==> src/cid_pkg.sv <==
// Operation
// [RQ1] Destination bit 0 sends result to accumulator, 1 to file register
// [RQ2] Bank-access bit 0 forces access bank, 1 uses bank selector
// [RQ3] Byte and bit formats carry 8-bit file address in low byte
// [RQ4] Two-word file move: 12-bit source, then 1111-prefixed 12-bit destination
// [RQ5] Bit formats decode a 3-bit bit position field
// [RQ6] Literal formats take 8-bit immediate from low byte
// [RQ7] Absolute call/jump build 20-bit target from two words; call has fast bit
// [RQ8] Unconditional relative branch carries 11-bit offset in low bits
// [RQ9] Conditional relative branches carry 8-bit offset in low byte
// [RQ10] Relative offsets are signed two's complement added to program counter
// [RQ11] Decode add and add-with-carry; one cycle, all five arithmetic flags
// [RQ12] Decode and, or, xor, complement; one cycle, zero and negative only
// [RQ13] Decode three compare-and-skip forms; no flags changed
// [RQ14] Decode decrement, increment with flags; skip-on-result forms change no flag
// [RQ15] Rotates through carry touch C, Z, N; plain rotates Z, N only
// [RQ16] Decode three subtract forms; all arithmetic flags updated
// [RQ17] Decode single-cycle unsigned multiply; no flags affected
// [RQ18] Multiply yields 16-bit product split into high and low bytes
// [RQ19] Port read-modify-write uses pin levels as source value
// [RQ20] Writing timer zero clears its assigned prescaler
// [RQ21] Program counter change or true test costs a second no-operation cycle
// [RQ22] Orphan second words execute as no-operation
// [RQ23] Bit 15 is the top bit; opcode nibbles matched from the top
package cid_pkg;
  localparam int IW_NIB_LO = 12;
  localparam int IW_DEST = 9;
  localparam int IW_BANK = 8;
  localparam int IW_FAST = 8;
  localparam int IW_FILE_HI = 7;
  localparam int IW_ADDR_HI = 11;
  localparam int IW_BIT_HI = 11;
  localparam int IW_BIT_LO = 9;
  localparam int IW_N11_HI = 10;
  localparam int IW_WIDE = 11;
  localparam logic [3:0] NIB_MISC = 4'h0;
  localparam logic [3:0] NIB_LOGIC = 4'h1;
  localparam logic [3:0] NIB_ADD = 4'h2;
  localparam logic [3:0] NIB_ROTC = 4'h3;
  localparam logic [3:0] NIB_ROTN = 4'h4;
  localparam logic [3:0] NIB_SUB = 4'h5;
  localparam logic [3:0] NIB_CMP = 4'h6;
  localparam logic [3:0] NIB_BIT_LO = 4'h7;
  localparam logic [3:0] NIB_BIT_WR_HI = 4'h9;
  localparam logic [3:0] NIB_BIT_HI = 4'hb;
  localparam logic [3:0] NIB_MOVE = 4'hc;
  localparam logic [3:0] NIB_REL = 4'hd;
  localparam logic [3:0] NIB_CTRL = 4'he;
  localparam logic [3:0] NIB_EXT = 4'hf;
  localparam logic [1:0] SEL_00 = 2'h0;
  localparam logic [1:0] SEL_01 = 2'h1;
  localparam logic [1:0] SEL_10 = 2'h2;
  localparam logic [1:0] SEL_11 = 2'h3;
  localparam logic [2:0] CMP_LESS = 3'h0;
  localparam logic [2:0] CMP_EQUAL = 3'h1;
  localparam logic [2:0] CMP_GREATER = 3'h2;
  localparam logic [2:0] MUL_SEL = 3'h1;
  localparam logic [3:0] CTRL_CALL = 4'hc;
  localparam logic [3:0] CTRL_PTR = 4'he;
  localparam logic [3:0] CTRL_GOTO = 4'hf;
  // Flag order: carry, digit carry, zero, overflow, negative
  localparam logic [4:0] FLAGS_ALL = 5'h1f;
  localparam logic [4:0] FLAGS_CZN = 5'h15;
  localparam logic [4:0] FLAGS_ZN = 5'h05;
  localparam logic [4:0] FLAGS_NONE = 5'h00;
  localparam logic [7:0] ACCESS_SPLIT = 8'h60;
  localparam logic [3:0] BANK_LOW = 4'h0;
  localparam logic [3:0] BANK_HIGH = 4'hf;
  localparam logic [11:0] ADDR_TIMER_ZERO = 12'hfd6;
  localparam logic [11:0] ADDR_PORT_FIRST = 12'hf80;
  localparam logic [11:0] ADDR_PORT_LAST = 12'hf84;
  typedef enum logic [5:0] {
    OP_NOP, OP_ADD_ACC_TO_FILE, OP_ADD_ACC_CARRY_TO_FILE,
    OP_AND_ACC_WITH_FILE, OP_OR_ACC_WITH_FILE, OP_XOR_ACC_WITH_FILE,
    OP_COMPLEMENT_FILE, OP_COMPARE_SKIP_EQUAL, OP_COMPARE_SKIP_GREATER,
    OP_COMPARE_SKIP_LESS, OP_DECREMENT_FILE, OP_DECREMENT_SKIP_ZERO,
    OP_DECREMENT_SKIP_NONZERO, OP_INCREMENT_FILE, OP_INCREMENT_SKIP_ZERO,
    OP_INCREMENT_SKIP_NONZERO, OP_ROTATE_LEFT_THRU_CARRY,
    OP_ROTATE_RIGHT_THRU_CARRY, OP_ROTATE_LEFT_PLAIN, OP_ROTATE_RIGHT_PLAIN,
    OP_SUB_ACC_FROM_FILE, OP_SUB_ACC_FROM_FILE_BORROW,
    OP_SUB_FILE_FROM_ACC_BORROW, OP_MULTIPLY_ACC_BY_FILE,
    OP_MOVE_FILE_TO_FILE, OP_BYTE_OTHER, OP_BIT, OP_LITERAL,
    OP_BRANCH_ALWAYS, OP_REL_CALL, OP_BRANCH_COND, OP_CALL, OP_GOTO,
    OP_LOAD_POINTER, OP_CONTROL
  } cid_op_e;
  typedef enum logic [1:0] {
    ST_FIRST = 2'b00,
    ST_SECOND = 2'b01,
    ST_FLUSH = 2'b10
  } cid_state_e;
  typedef struct packed {
    cid_op_e op;
    logic dest_file;
    logic bank_access;
    logic [11:0] file_addr;
    logic [11:0] dest_addr;
    logic [2:0] bit_pos;
    logic [7:0] literal;
    logic [4:0] flag_mask;
    logic fast_return;
    logic [19:0] abs_target;
    logic [20:0] rel_target;
    logic port_rmw;
    logic clear_prescaler;
  } cid_dec_s;
  typedef struct packed {
    logic [7:0] high;
    logic [7:0] low;
  } cid_prod_s;
endpackage : cid_pkg

==> src/cid_decoder.sv <==
`timescale 1ns/100ps
`default_nettype none
module cid_decoder (
  input wire logic clk,
  input wire logic reset_n,
  input wire logic instr_valid,
  input wire logic [15:0] instr_word,
  input wire logic [20:0] pc_next,
  input wire logic [3:0] bank_selector,
  input wire logic [7:0] working_accumulator,
  input wire logic [7:0] file_value,
  input wire logic cond_true,
  output cid_pkg::cid_dec_s dec,
  output logic dec_valid,
  output logic nop_cycle,
  output cid_pkg::cid_prod_s product,
  output logic product_valid
);

  function automatic cid_pkg::cid_op_e decode_op(input logic [15:0] iw);
    logic [3:0] nib;
    logic [1:0] sel;
    logic [2:0] sel3;
    cid_pkg::cid_op_e op;
    nib = iw[15:cid_pkg::IW_NIB_LO]; // RQ23
    sel = iw[11:10];
    sel3 = iw[11:9];
    op = cid_pkg::OP_CONTROL;
    case (nib)
      cid_pkg::NIB_MISC: begin
        if (iw[11]) begin
          op = cid_pkg::OP_LITERAL; // RQ6
        end else if (sel == cid_pkg::SEL_01) begin
          op = cid_pkg::OP_DECREMENT_FILE; // RQ14
        end else if (sel3 == cid_pkg::MUL_SEL) begin
          op = cid_pkg::OP_MULTIPLY_ACC_BY_FILE; // RQ17
        end
      end
      cid_pkg::NIB_LOGIC: begin
        case (sel) // RQ12
          cid_pkg::SEL_01: op = cid_pkg::OP_AND_ACC_WITH_FILE;
          cid_pkg::SEL_00: op = cid_pkg::OP_OR_ACC_WITH_FILE;
          cid_pkg::SEL_10: op = cid_pkg::OP_XOR_ACC_WITH_FILE;
          default: op = cid_pkg::OP_COMPLEMENT_FILE;
        endcase
      end
      cid_pkg::NIB_ADD: begin
        case (sel)
          cid_pkg::SEL_01: op = cid_pkg::OP_ADD_ACC_TO_FILE; // RQ11
          cid_pkg::SEL_00: op = cid_pkg::OP_ADD_ACC_CARRY_TO_FILE; // RQ11
          cid_pkg::SEL_10: op = cid_pkg::OP_INCREMENT_FILE; // RQ14
          default: op = cid_pkg::OP_DECREMENT_SKIP_ZERO; // RQ14
        endcase
      end
      cid_pkg::NIB_ROTC: begin
        case (sel)
          cid_pkg::SEL_01: op = cid_pkg::OP_ROTATE_LEFT_THRU_CARRY; // RQ15
          cid_pkg::SEL_00: op = cid_pkg::OP_ROTATE_RIGHT_THRU_CARRY; // RQ15
          cid_pkg::SEL_11: op = cid_pkg::OP_INCREMENT_SKIP_ZERO; // RQ14
          default: op = cid_pkg::OP_BYTE_OTHER;
        endcase
      end
      cid_pkg::NIB_ROTN: begin
        case (sel)
          cid_pkg::SEL_01: op = cid_pkg::OP_ROTATE_LEFT_PLAIN; // RQ15
          cid_pkg::SEL_00: op = cid_pkg::OP_ROTATE_RIGHT_PLAIN; // RQ15
          cid_pkg::SEL_11: op = cid_pkg::OP_DECREMENT_SKIP_NONZERO; // RQ14
          default: op = cid_pkg::OP_INCREMENT_SKIP_NONZERO; // RQ14
        endcase
      end
      cid_pkg::NIB_SUB: begin
        case (sel) // RQ16
          cid_pkg::SEL_11: op = cid_pkg::OP_SUB_ACC_FROM_FILE;
          cid_pkg::SEL_10: op = cid_pkg::OP_SUB_ACC_FROM_FILE_BORROW;
          cid_pkg::SEL_01: op = cid_pkg::OP_SUB_FILE_FROM_ACC_BORROW;
          default: op = cid_pkg::OP_BYTE_OTHER;
        endcase
      end
      cid_pkg::NIB_CMP: begin
        case (sel3) // RQ13
          cid_pkg::CMP_EQUAL: op = cid_pkg::OP_COMPARE_SKIP_EQUAL;
          cid_pkg::CMP_GREATER: op = cid_pkg::OP_COMPARE_SKIP_GREATER;
          cid_pkg::CMP_LESS: op = cid_pkg::OP_COMPARE_SKIP_LESS;
          default: op = cid_pkg::OP_BYTE_OTHER;
        endcase
      end
      cid_pkg::NIB_MOVE: op = cid_pkg::OP_MOVE_FILE_TO_FILE; // RQ4
      cid_pkg::NIB_REL: begin
        op = iw[11] ? cid_pkg::OP_REL_CALL : cid_pkg::OP_BRANCH_ALWAYS; // RQ8
      end
      cid_pkg::NIB_CTRL: begin
        if (!iw[11]) begin
          op = cid_pkg::OP_BRANCH_COND; // RQ9
        end else if (iw[11:9] == cid_pkg::CTRL_CALL[3:1]) begin
          op = cid_pkg::OP_CALL; // RQ7
        end else if (iw[11:8] == cid_pkg::CTRL_GOTO) begin
          op = cid_pkg::OP_GOTO; // RQ7
        end else if (iw[11:8] == cid_pkg::CTRL_PTR) begin
          op = cid_pkg::OP_LOAD_POINTER;
        end
      end
      cid_pkg::NIB_EXT: op = cid_pkg::OP_NOP; // RQ22
      default: op = cid_pkg::OP_BIT; // RQ5
    endcase
    return op;
  endfunction : decode_op

  function automatic logic [4:0] flag_mask(input cid_pkg::cid_op_e op);
    case (op)
      cid_pkg::OP_ADD_ACC_TO_FILE, cid_pkg::OP_ADD_ACC_CARRY_TO_FILE,
      cid_pkg::OP_DECREMENT_FILE, cid_pkg::OP_INCREMENT_FILE,
      cid_pkg::OP_SUB_ACC_FROM_FILE, cid_pkg::OP_SUB_ACC_FROM_FILE_BORROW,
      cid_pkg::OP_SUB_FILE_FROM_ACC_BORROW:
        return cid_pkg::FLAGS_ALL; // RQ11
      cid_pkg::OP_AND_ACC_WITH_FILE, cid_pkg::OP_OR_ACC_WITH_FILE,
      cid_pkg::OP_XOR_ACC_WITH_FILE, cid_pkg::OP_COMPLEMENT_FILE,
      cid_pkg::OP_ROTATE_LEFT_PLAIN, cid_pkg::OP_ROTATE_RIGHT_PLAIN:
        return cid_pkg::FLAGS_ZN; // RQ12
      cid_pkg::OP_ROTATE_LEFT_THRU_CARRY, cid_pkg::OP_ROTATE_RIGHT_THRU_CARRY:
        return cid_pkg::FLAGS_CZN; // RQ15
      default: return cid_pkg::FLAGS_NONE; // RQ13
    endcase
  endfunction : flag_mask

  function automatic logic two_word(input cid_pkg::cid_op_e op);
    return op == cid_pkg::OP_MOVE_FILE_TO_FILE || op == cid_pkg::OP_CALL ||
           op == cid_pkg::OP_GOTO || op == cid_pkg::OP_LOAD_POINTER;
  endfunction : two_word

  cid_pkg::cid_state_e st;
  cid_pkg::cid_state_e next_st;
  logic [15:0] held_word;
  cid_pkg::cid_dec_s next_dec;
  cid_pkg::cid_prod_s mult_out;
  logic [20:0] rel_out;

  wire in_first = st == cid_pkg::ST_FIRST;
  wire in_second = st == cid_pkg::ST_SECOND;
  wire in_flush = st == cid_pkg::ST_FLUSH;
  wire cid_pkg::cid_op_e first_op = decode_op(instr_word);
  wire first_two = two_word(first_op);
  wire [15:0] src_word = in_second ? held_word : instr_word;
  wire cid_pkg::cid_op_e src_op = decode_op(src_word);
  // A true test kills whatever word is fetched alongside it
  wire kill = instr_valid & ((in_first & cond_true) | in_flush); // RQ21
  wire issue = instr_valid & ((in_first & ~cond_true & ~first_two) | in_second);
  wire self_redirect = first_op == cid_pkg::OP_BRANCH_ALWAYS ||
                       first_op == cid_pkg::OP_REL_CALL;
  wire [3:0] op_nib = src_word[15:cid_pkg::IW_NIB_LO];
  wire byte_fmt = op_nib <= cid_pkg::NIB_CMP;
  wire bit_fmt = op_nib >= cid_pkg::NIB_BIT_LO && op_nib <= cid_pkg::NIB_BIT_HI;
  wire [7:0] f8 = src_word[cid_pkg::IW_FILE_HI:0]; // RQ3
  wire low_access = f8 < cid_pkg::ACCESS_SPLIT;
  wire [3:0] access_bank = low_access ? cid_pkg::BANK_LOW : cid_pkg::BANK_HIGH;
  wire bank_bit = src_word[cid_pkg::IW_BANK];
  wire [3:0] eff_bank = bank_bit ? bank_selector : access_bank; // RQ2
  wire is_move = src_op == cid_pkg::OP_MOVE_FILE_TO_FILE;
  wire [11:0] eff_addr = is_move ? src_word[cid_pkg::IW_ADDR_HI:0] : {eff_bank, f8}; // RQ4
  wire [11:0] move_dest = instr_word[cid_pkg::IW_ADDR_HI:0]; // RQ4
  wire dest_bit = src_word[cid_pkg::IW_DEST];
  wire no_dest = src_op == cid_pkg::OP_COMPARE_SKIP_EQUAL ||
                 src_op == cid_pkg::OP_COMPARE_SKIP_GREATER ||
                 src_op == cid_pkg::OP_COMPARE_SKIP_LESS ||
                 src_op == cid_pkg::OP_MULTIPLY_ACC_BY_FILE;
  // Compare group holds clear/set/move forms that always write the file
  wire cmp_writes = op_nib == cid_pkg::NIB_CMP && src_op == cid_pkg::OP_BYTE_OTHER;
  wire byte_writes = byte_fmt & ~no_dest & (dest_bit | cmp_writes); // RQ1
  wire bit_writes = bit_fmt & op_nib <= cid_pkg::NIB_BIT_WR_HI;
  wire file_write = byte_writes | bit_writes;
  wire in_ports = eff_addr >= cid_pkg::ADDR_PORT_FIRST &&
                  eff_addr <= cid_pkg::ADDR_PORT_LAST;
  wire wide_off = src_word[cid_pkg::IW_WIDE] == 1'b0 && op_nib == cid_pkg::NIB_REL;
  wire mul_issue = issue & src_op == cid_pkg::OP_MULTIPLY_ACC_BY_FILE;

  cid_mult u_mult (
    .working_accumulator(working_accumulator),
    .file_value(file_value),
    .product(mult_out)
  );

  cid_target u_target (
    .pc_next(pc_next),
    .word(src_word),
    .wide(wide_off | op_nib == cid_pkg::NIB_REL),
    .target(rel_out)
  );

  always_comb begin
    next_dec = '0;
    next_dec.op = issue ? src_op : cid_pkg::OP_NOP; // RQ22
    next_dec.dest_file = dest_bit; // RQ1
    next_dec.bank_access = bank_bit; // RQ2
    next_dec.file_addr = eff_addr;
    next_dec.dest_addr = in_second ? move_dest : '0;
    next_dec.bit_pos = src_word[cid_pkg::IW_BIT_HI:cid_pkg::IW_BIT_LO]; // RQ5
    next_dec.literal = src_word[cid_pkg::IW_FILE_HI:0]; // RQ6
    next_dec.flag_mask = issue ? flag_mask(src_op) : cid_pkg::FLAGS_NONE;
    next_dec.fast_return = src_word[cid_pkg::IW_FAST]; // RQ7
    next_dec.abs_target = {instr_word[cid_pkg::IW_ADDR_HI:0], held_word[7:0]}; // RQ7
    next_dec.rel_target = rel_out; // RQ10
    next_dec.port_rmw = issue & file_write & in_ports; // RQ19
    next_dec.clear_prescaler = issue & file_write &
                               eff_addr == cid_pkg::ADDR_TIMER_ZERO; // RQ20
  end

  always_comb begin
    next_st = st;
    unique case (st)
      cid_pkg::ST_FIRST: begin
        if (cond_true) begin
          next_st = instr_valid ? cid_pkg::ST_FIRST : cid_pkg::ST_FLUSH; // RQ21
        end else if (instr_valid & first_two) begin
          next_st = cid_pkg::ST_SECOND; // RQ4
        end else if (instr_valid & self_redirect) begin
          next_st = cid_pkg::ST_FLUSH; // RQ21
        end
      end
      cid_pkg::ST_SECOND: begin
        if (instr_valid) begin
          next_st = cid_pkg::ST_FIRST;
        end
      end
      cid_pkg::ST_FLUSH: begin
        if (instr_valid) begin
          next_st = cid_pkg::ST_FIRST;
        end
      end
      default: next_st = cid_pkg::ST_FIRST;
    endcase
  end

  always_ff @(posedge clk or negedge reset_n) begin
    if (!reset_n) begin
      st <= cid_pkg::ST_FIRST;
      held_word <= '0;
    end else begin
      st <= next_st;
      if (instr_valid & in_first & first_two & ~cond_true) begin
        held_word <= instr_word;
      end
    end
  end

  always_ff @(posedge clk or negedge reset_n) begin
    if (!reset_n) begin
      dec <= '0;
      dec_valid <= 1'b0;
      nop_cycle <= 1'b0;
    end else begin
      dec <= next_dec;
      dec_valid <= issue | kill;
      nop_cycle <= kill; // RQ21
    end
  end

  always_ff @(posedge clk or negedge reset_n) begin
    if (!reset_n) begin
      product <= '0;
      product_valid <= 1'b0;
    end else begin
      product_valid <= mul_issue;
      if (mul_issue) begin
        product <= mult_out; // RQ18
      end
    end
  end

  wire first_take = instr_valid & in_first & ~cond_true;
  wire [3:0] in_nib = instr_word[15:cid_pkg::IW_NIB_LO];

  property p_dest;
    @(posedge clk) disable iff (!reset_n)
      first_take && in_nib == cid_pkg::NIB_ADD |=>
      dec.dest_file == $past(instr_word[cid_pkg::IW_DEST]);
  endproperty
  a_dest: assert property (p_dest) else $error("destination bit lost"); // RQ1

  property p_bank;
    @(posedge clk) disable iff (!reset_n)
      first_take && in_nib == cid_pkg::NIB_LOGIC && instr_word[cid_pkg::IW_BANK] |=>
      dec.file_addr[11:8] == $past(bank_selector);
  endproperty
  a_bank: assert property (p_bank) else $error("bank selector not used"); // RQ2

  property p_move;
    @(posedge clk) disable iff (!reset_n)
      first_take && in_nib == cid_pkg::NIB_MOVE ##1 instr_valid |=>
      dec_valid && dec.op == cid_pkg::OP_MOVE_FILE_TO_FILE &&
      dec.file_addr == $past(instr_word[11:0], 2) &&
      dec.dest_addr == $past(instr_word[11:0]);
  endproperty
  a_move: assert property (p_move) else $error("file move misassembled"); // RQ4

  property p_abs;
    @(posedge clk) disable iff (!reset_n)
      first_take && first_op == cid_pkg::OP_GOTO ##1 instr_valid |=>
      dec.op == cid_pkg::OP_GOTO &&
      dec.abs_target == {$past(instr_word[11:0]), $past(instr_word[7:0], 2)};
  endproperty
  a_abs: assert property (p_abs) else $error("absolute target wrong"); // RQ7

  property p_arith_flags;
    @(posedge clk) disable iff (!reset_n)
      first_take && in_nib == cid_pkg::NIB_SUB && instr_word[11:10] != 2'h0 |=>
      dec.flag_mask == cid_pkg::FLAGS_ALL;
  endproperty
  a_arith_flags: assert property (p_arith_flags) else $error("arith flags"); // RQ16

  property p_logic_flags;
    @(posedge clk) disable iff (!reset_n)
      first_take && in_nib == cid_pkg::NIB_LOGIC |=>
      dec_valid && !nop_cycle && dec.flag_mask == cid_pkg::FLAGS_ZN;
  endproperty
  a_logic_flags: assert property (p_logic_flags) else $error("logic flags"); // RQ12

  property p_branch_nop;
    @(posedge clk) disable iff (!reset_n)
      first_take && first_op == cid_pkg::OP_BRANCH_ALWAYS ##1 instr_valid |=>
      nop_cycle && dec.op == cid_pkg::OP_NOP;
  endproperty
  a_branch_nop: assert property (p_branch_nop) else $error("no bubble"); // RQ21

  property p_mul;
    @(posedge clk) disable iff (!reset_n)
      first_take && first_op == cid_pkg::OP_MULTIPLY_ACC_BY_FILE |=>
      dec.flag_mask == cid_pkg::FLAGS_NONE && product_valid &&
      product == $past(16'(working_accumulator) * 16'(file_value));
  endproperty
  a_mul: assert property (p_mul) else $error("multiply wrong"); // RQ17

  property p_orphan;
    @(posedge clk) disable iff (!reset_n)
      first_take && in_nib == cid_pkg::NIB_EXT |=>
      dec.op == cid_pkg::OP_NOP && !dec.clear_prescaler;
  endproperty
  a_orphan: assert property (p_orphan) else $error("orphan word acted"); // RQ22

endmodule : cid_decoder
`default_nettype wire

==> src/cid_mult.sv <==
`timescale 1ns/100ps
`default_nettype none
module cid_mult (
  input wire logic [7:0] working_accumulator,
  input wire logic [7:0] file_value,
  output cid_pkg::cid_prod_s product
);
  logic [15:0] full;
  // Unsigned 8x8, whole product in one cycle
  assign full = 16'(working_accumulator) * 16'(file_value);
  assign product.high = full[15:8]; // RQ18
  assign product.low = full[7:0]; // RQ18
endmodule : cid_mult
`default_nettype wire

==> src/cid_target.sv <==
`timescale 1ns/100ps
`default_nettype none
module cid_target (
  input wire logic [20:0] pc_next,
  input wire logic [15:0] word,
  input wire logic wide,
  output logic [20:0] target
);
  logic [20:0] off_wide;
  logic [20:0] off_narrow;
  logic [20:0] step;
  // Offsets count words, program counter counts bytes
  assign off_wide = {{9{word[cid_pkg::IW_N11_HI]}}, word[cid_pkg::IW_N11_HI:0], 1'b0}; // RQ8
  assign off_narrow = {{12{word[cid_pkg::IW_FILE_HI]}}, word[cid_pkg::IW_FILE_HI:0], 1'b0}; // RQ9
  assign step = wide ? off_wide : off_narrow;
  assign target = pc_next + step; // RQ10
endmodule : cid_target
`default_nettype wire

==> config.mk <==
export PLATFORM = sky130hd
export DESIGN_NAME = cid_decoder
export DESIGN_NICKNAME = d
export VERILOG_FILES = /design/src/cid_pkg.sv /design/src/cid_decoder.sv /design/src/cid_mult.sv /design/src/cid_target.sv
export SDC_FILE = /design/constraint.sdc
export NUM_CORES = 1
export LEC_CHECK = 0
export BUFFER_PORTS_ARGS = -buffer_cell sky130_fd_sc_hd__buf_2
export CAP_MARGIN = 30
export CORE_MARGIN = 3
export CORE_UTILIZATION = 40
export CTS_BUF_LIST = sky130_fd_sc_hd__clkbuf_8
export DETAILED_ROUTE_END_ITERATION = 12
export GPL_TIMING_DRIVEN = 0
export PLACE_DENSITY = 0.72
export SLEW_MARGIN = 20
export SYNTH_ARGS = -nofsm -noshare
export SYNTH_HDL_FRONTEND = slang
export SYNTH_SLANG_ARGS = --single-unit
==> constraint.sdc <==
create_clock -name clk -period 4.05 [get_ports clk]
set_clock_uncertainty 0.1 [all_clocks]
set_input_delay 0.6075 -clock clk [delete_from_list [all_inputs] [get_ports clk]]
set_output_delay 0.6075 -clock clk [all_outputs]
set_load 0.02 [all_outputs]
==> key figures <==
Die
  – Die H: 152 um
  – Starting Density: 41.5%
  – Die ar.: 0.0232 mm^2
  – Die X: 152 um
  – IO Count: 172
  – Core area: 0.0206 mm^2
  – Row count: 52

Pwr
  – Sw frac: between 30% and 40%
  – P_sw: 2.00 mW
  – VDD IR-drop max: 0.194 mV
  – Combinational Power Share: 47.0%
  – Leakage: around 5.6 nW
  – Clock power share: between 20% and 30%
  – Seq pwr share: 29.9%
  – Internal power: 3.17 mW
  – PwrDens: 464 mW/mm^2

Drt
  – Vias after detailed routing: a little over 7,000
  – DRC violation total after the first TritonRoute iteration: ~430
  – Routed wire length: 23.4 mm
  – Drt drc: 0
  – Vias per inst: roughly 5.2
  – TritonRoute pass-1 iters: 5
  – DR WL/cell: roughly 17 um
  – Post-route ant nets: 0

Synth
  – Mapped cell area: 0.00856 mm^2
  – Most frequent cell after synthesis: dfrtp_1
  – Largest cells by area after synthesis: dfrtp_1, ha_1, fa_1
  – Ys async rst share: 100%
  – Synthesized instance count: approximately 860
  – Post-Syn Area per Cell: 10.0 um^2
  – Register bit total from synthesis: about 120
  – Area leader, netlist: dfrtp_1
  – Yosys warnings: 0
  – Syn Nets: between 1,000 and 1,500
  – Post-synth cell types: between 80 and 90
  – Top_reg_cell synth: dfrtp_1
  – Register area share after synthesis: 34.2%
  – Synth top cells by count: dfrtp_1, inv_1, ha_1
  – EDFF count, synth: 0
  – Top cell type's share of synthesized area: between 30 and 40%

Clock tree
  – TritonCTS Buffers: 17
  – Clock Path Buffers: 2
  – Clk root buf: clkbuf_8
  – Cts hold-fix bufs: 0
  – Clk slew on worst S/H paths: 80 ps
  – H-tree depth: 4
  – TritonCTS clock tree: yes
  – # clock sinks: 117
  – Clock latency on the worst-skew pair: approximately 430 ps

Critical path
  – CP startpoint: working_accumulator[3]
  – CP cell instances: buf_8, and2_4, fa_2, fa_1, inv_1, fa_1, fa_1, inv_2, ha_4, inv_2, o21bai_4, a21oi_2, o21bai_2, a211oi_2, a211oi_2, xnor2_1, mux2_4
  – Critical Path AT: 4260 ps
  – CP max stage cell: fa_1
  – Worst path top cell family by delay: adder cells
  – Worst setup EP type: register
  – Nature of the critical path startpoint: input pin
  – Crit path top cell by count: fa_1
  – R2r startpoint: st[1]
  – Worst path buffer plus inverter count: 4
  – Crit path largest cell delay: ~500 ps
  – Crit Path Class: in -> reg
  – Reg2reg setup slack: 50 ps
  – CP Max Fanout: 8
  – Worst EP required: 4260 ps

Run status
  – Status: finished with violations
  – Failing checks: setup timing

Timing
  – Max frequency: 0.247 GHz
  – RSZ-0062 raised after global routing: yes
  – Worst-Margin Slew: 758 ps
  – Final period util: 100%
  – Worst hold slack: approximately 27 ps
  – Worst slew margin: 49.0%
  – Hold Fails Final Rpt: 0
  – Fin worst setup slack: -0.567 ps
  – Slew Viols, Final: 0
  – Final Critical Period: 4050 ps
  – Final setup fails: 1

Layout
  – Area Growth Syn to Fin: 30.3%
  – Design Area, Final: 0.0112 mm^2
  – Fin cells: 1,368
  – Layout fillers: 1,786
  – Nets: 1,258
  – Share of layout cells above drive strength 1: 36.6%

GRT
  – First-pass GRT wire length: 38.0 mm
  – GR Util All Layers: 20.0%
  – Global route overflow: 0
  – Largest net degree at the start of global routing: 64
  – Vias in the first global route: 7,270
  – Initial antenna violation count: 2

Place
  – Dpl ws: -931 ps
  – Inst Count DP: 1,297
  – Placer Congestion: 0.922
  – Final HPWL DP: 17.1 mm
  – Placed inst area: between 0.009 and 0.01 mm^2
  – Input/output buffers: 169

Worst hold path
  – Worst hold-check path type: in -> async

Flow run
  – Maxcap violations: 0
through the flow:
step | TNS, ps | power (mW) | util (%)
3_5_place_dp | -10720 | 3.65 | 48.0
5_1_grt | -381 | 5.52 | 54.1
2_1_floorplan | -857 | 3.05 | -
6_report | -0.567 | 5.18 | 54.1
3_3_place_gp | -27420 | 3.60 | 47.8
4_1_cts | 0 | 5.10 | 52.4
worst register-to-register path, cell delays in order, from the launching register on:
cell	delay, ps
dfrtp_1	400
inv_2	80
ha_4	180
buf_8	120
bufbuf_16	260
mux2i_4	240
inv_2	80
ha_4	180
a211oi_2	190
o21bai_2	120
o41a_1	350
a41o_1	240
o211ai_1	270
o21ai_1	140
or4_4	430
a2111o_1	370
o211a_1	130
state kept, by name, summed over array words and instances, names as in the netlist:
register,flops
st,2
dec,80
held_word,16
dec_valid,1
product,16
product_valid,1
nop_cycle,1
power groups by stage:
stage               sequential, mW  combinational (mW)  clock, mW
global placement              1.56                2.04          0
CTS                           1.55                2.32       1.24
detailed placement            1.56                2.08          0
finish                        1.55                2.43       1.20
floorplan                     1.76                1.29          0
global route                  1.58                2.65       1.29
cell families after synthesis:
family	Yosys count	share of synthesized area (%)
AND/OR/NAND/NOR	255	16.0
AO/OA/AOI/OAI	175	14.6
XOR/XNOR	29	2.97
adder cells (fa/ha/maj)	113	19.8
multiplexers	43	5.85
flip-flops	117	34.2
buffers and inverters	124	6.58
layout by cell type (no fill, tap or decap), types with 5 or more instances in the layout:
cell,n
buf_4,51
clkbuf_1,8
nor2b_1,9
a22oi_1,6
ha_2,5
inv_2,12
o21ai_1,7
mux2_4,8
a21o_1,11
or2_2,5
nor4_1,5
and3_1,11
o21bai_1,7
a211oi_1,5
clkbuf_8,20
ha_1,61
buf_8,6
a21oi_1,26
mux2_2,27
nand3_1,17
buf_2,166
inv_1,72
nand2_1,56
fa_2,5
xnor2_1,21
nand2b_1,8
buf_6,9
o211ai_1,8
a31oi_1,8
ha_4,10
dfrtp_1,117
fa_1,32
o21ai_0,24
xor2_1,7
nor2_1,44
nor3_1,14
and2_4,8
or3_1,6
and2_1,38
timing repair:
action | CTS | global route
resized for setup | 49 | 72
setup endpoints to repair | 10 | 24
gates cloned | 2 | 0
pin swaps | 26 | 30
setup buffers | 24 | 13
final timing paths:
check                      cells past startpoint          end
setup / recovery                              17  product[14]
hold / removal                                 1      dec[82]
setup reg to reg                              16      dec[22]
hold reg to reg                                0      dec[26]
max in group asynchronous                      2   product[3]
min in group clk                               1       dec[2]
cell type report:
| cell class | count | area, um^2 | share of cell area (%) |
|---|---|---|---|
| tap | 270 | 338 | 3.03 |
| clock inverter | 12 | 165 | 1.48 |
| sequential | 117 | 2930 | 26.3 |
| antenna | 1 | 2.50 | 0.0224 |
| multi-input combinational | 615 | 5500 | 49.4 |
| clock buffer | 20 | 275 | 2.47 |
| timing repair buffer | 210 | 1340 | 12.0 |
| buffer | 38 | 273 | 2.45 |
| inverter | 85 | 323 | 2.89 |
metal layers:
metal	track usage, %	vias to the layer above	wire length (um)
li1	-	3427	-
met1	26.2	3498	10200
met2	33.7	225	11700
met3	4.06	29	1160
met4	5.78	2	375
met5	0	-	20
(Power assumes the default switching activity.)
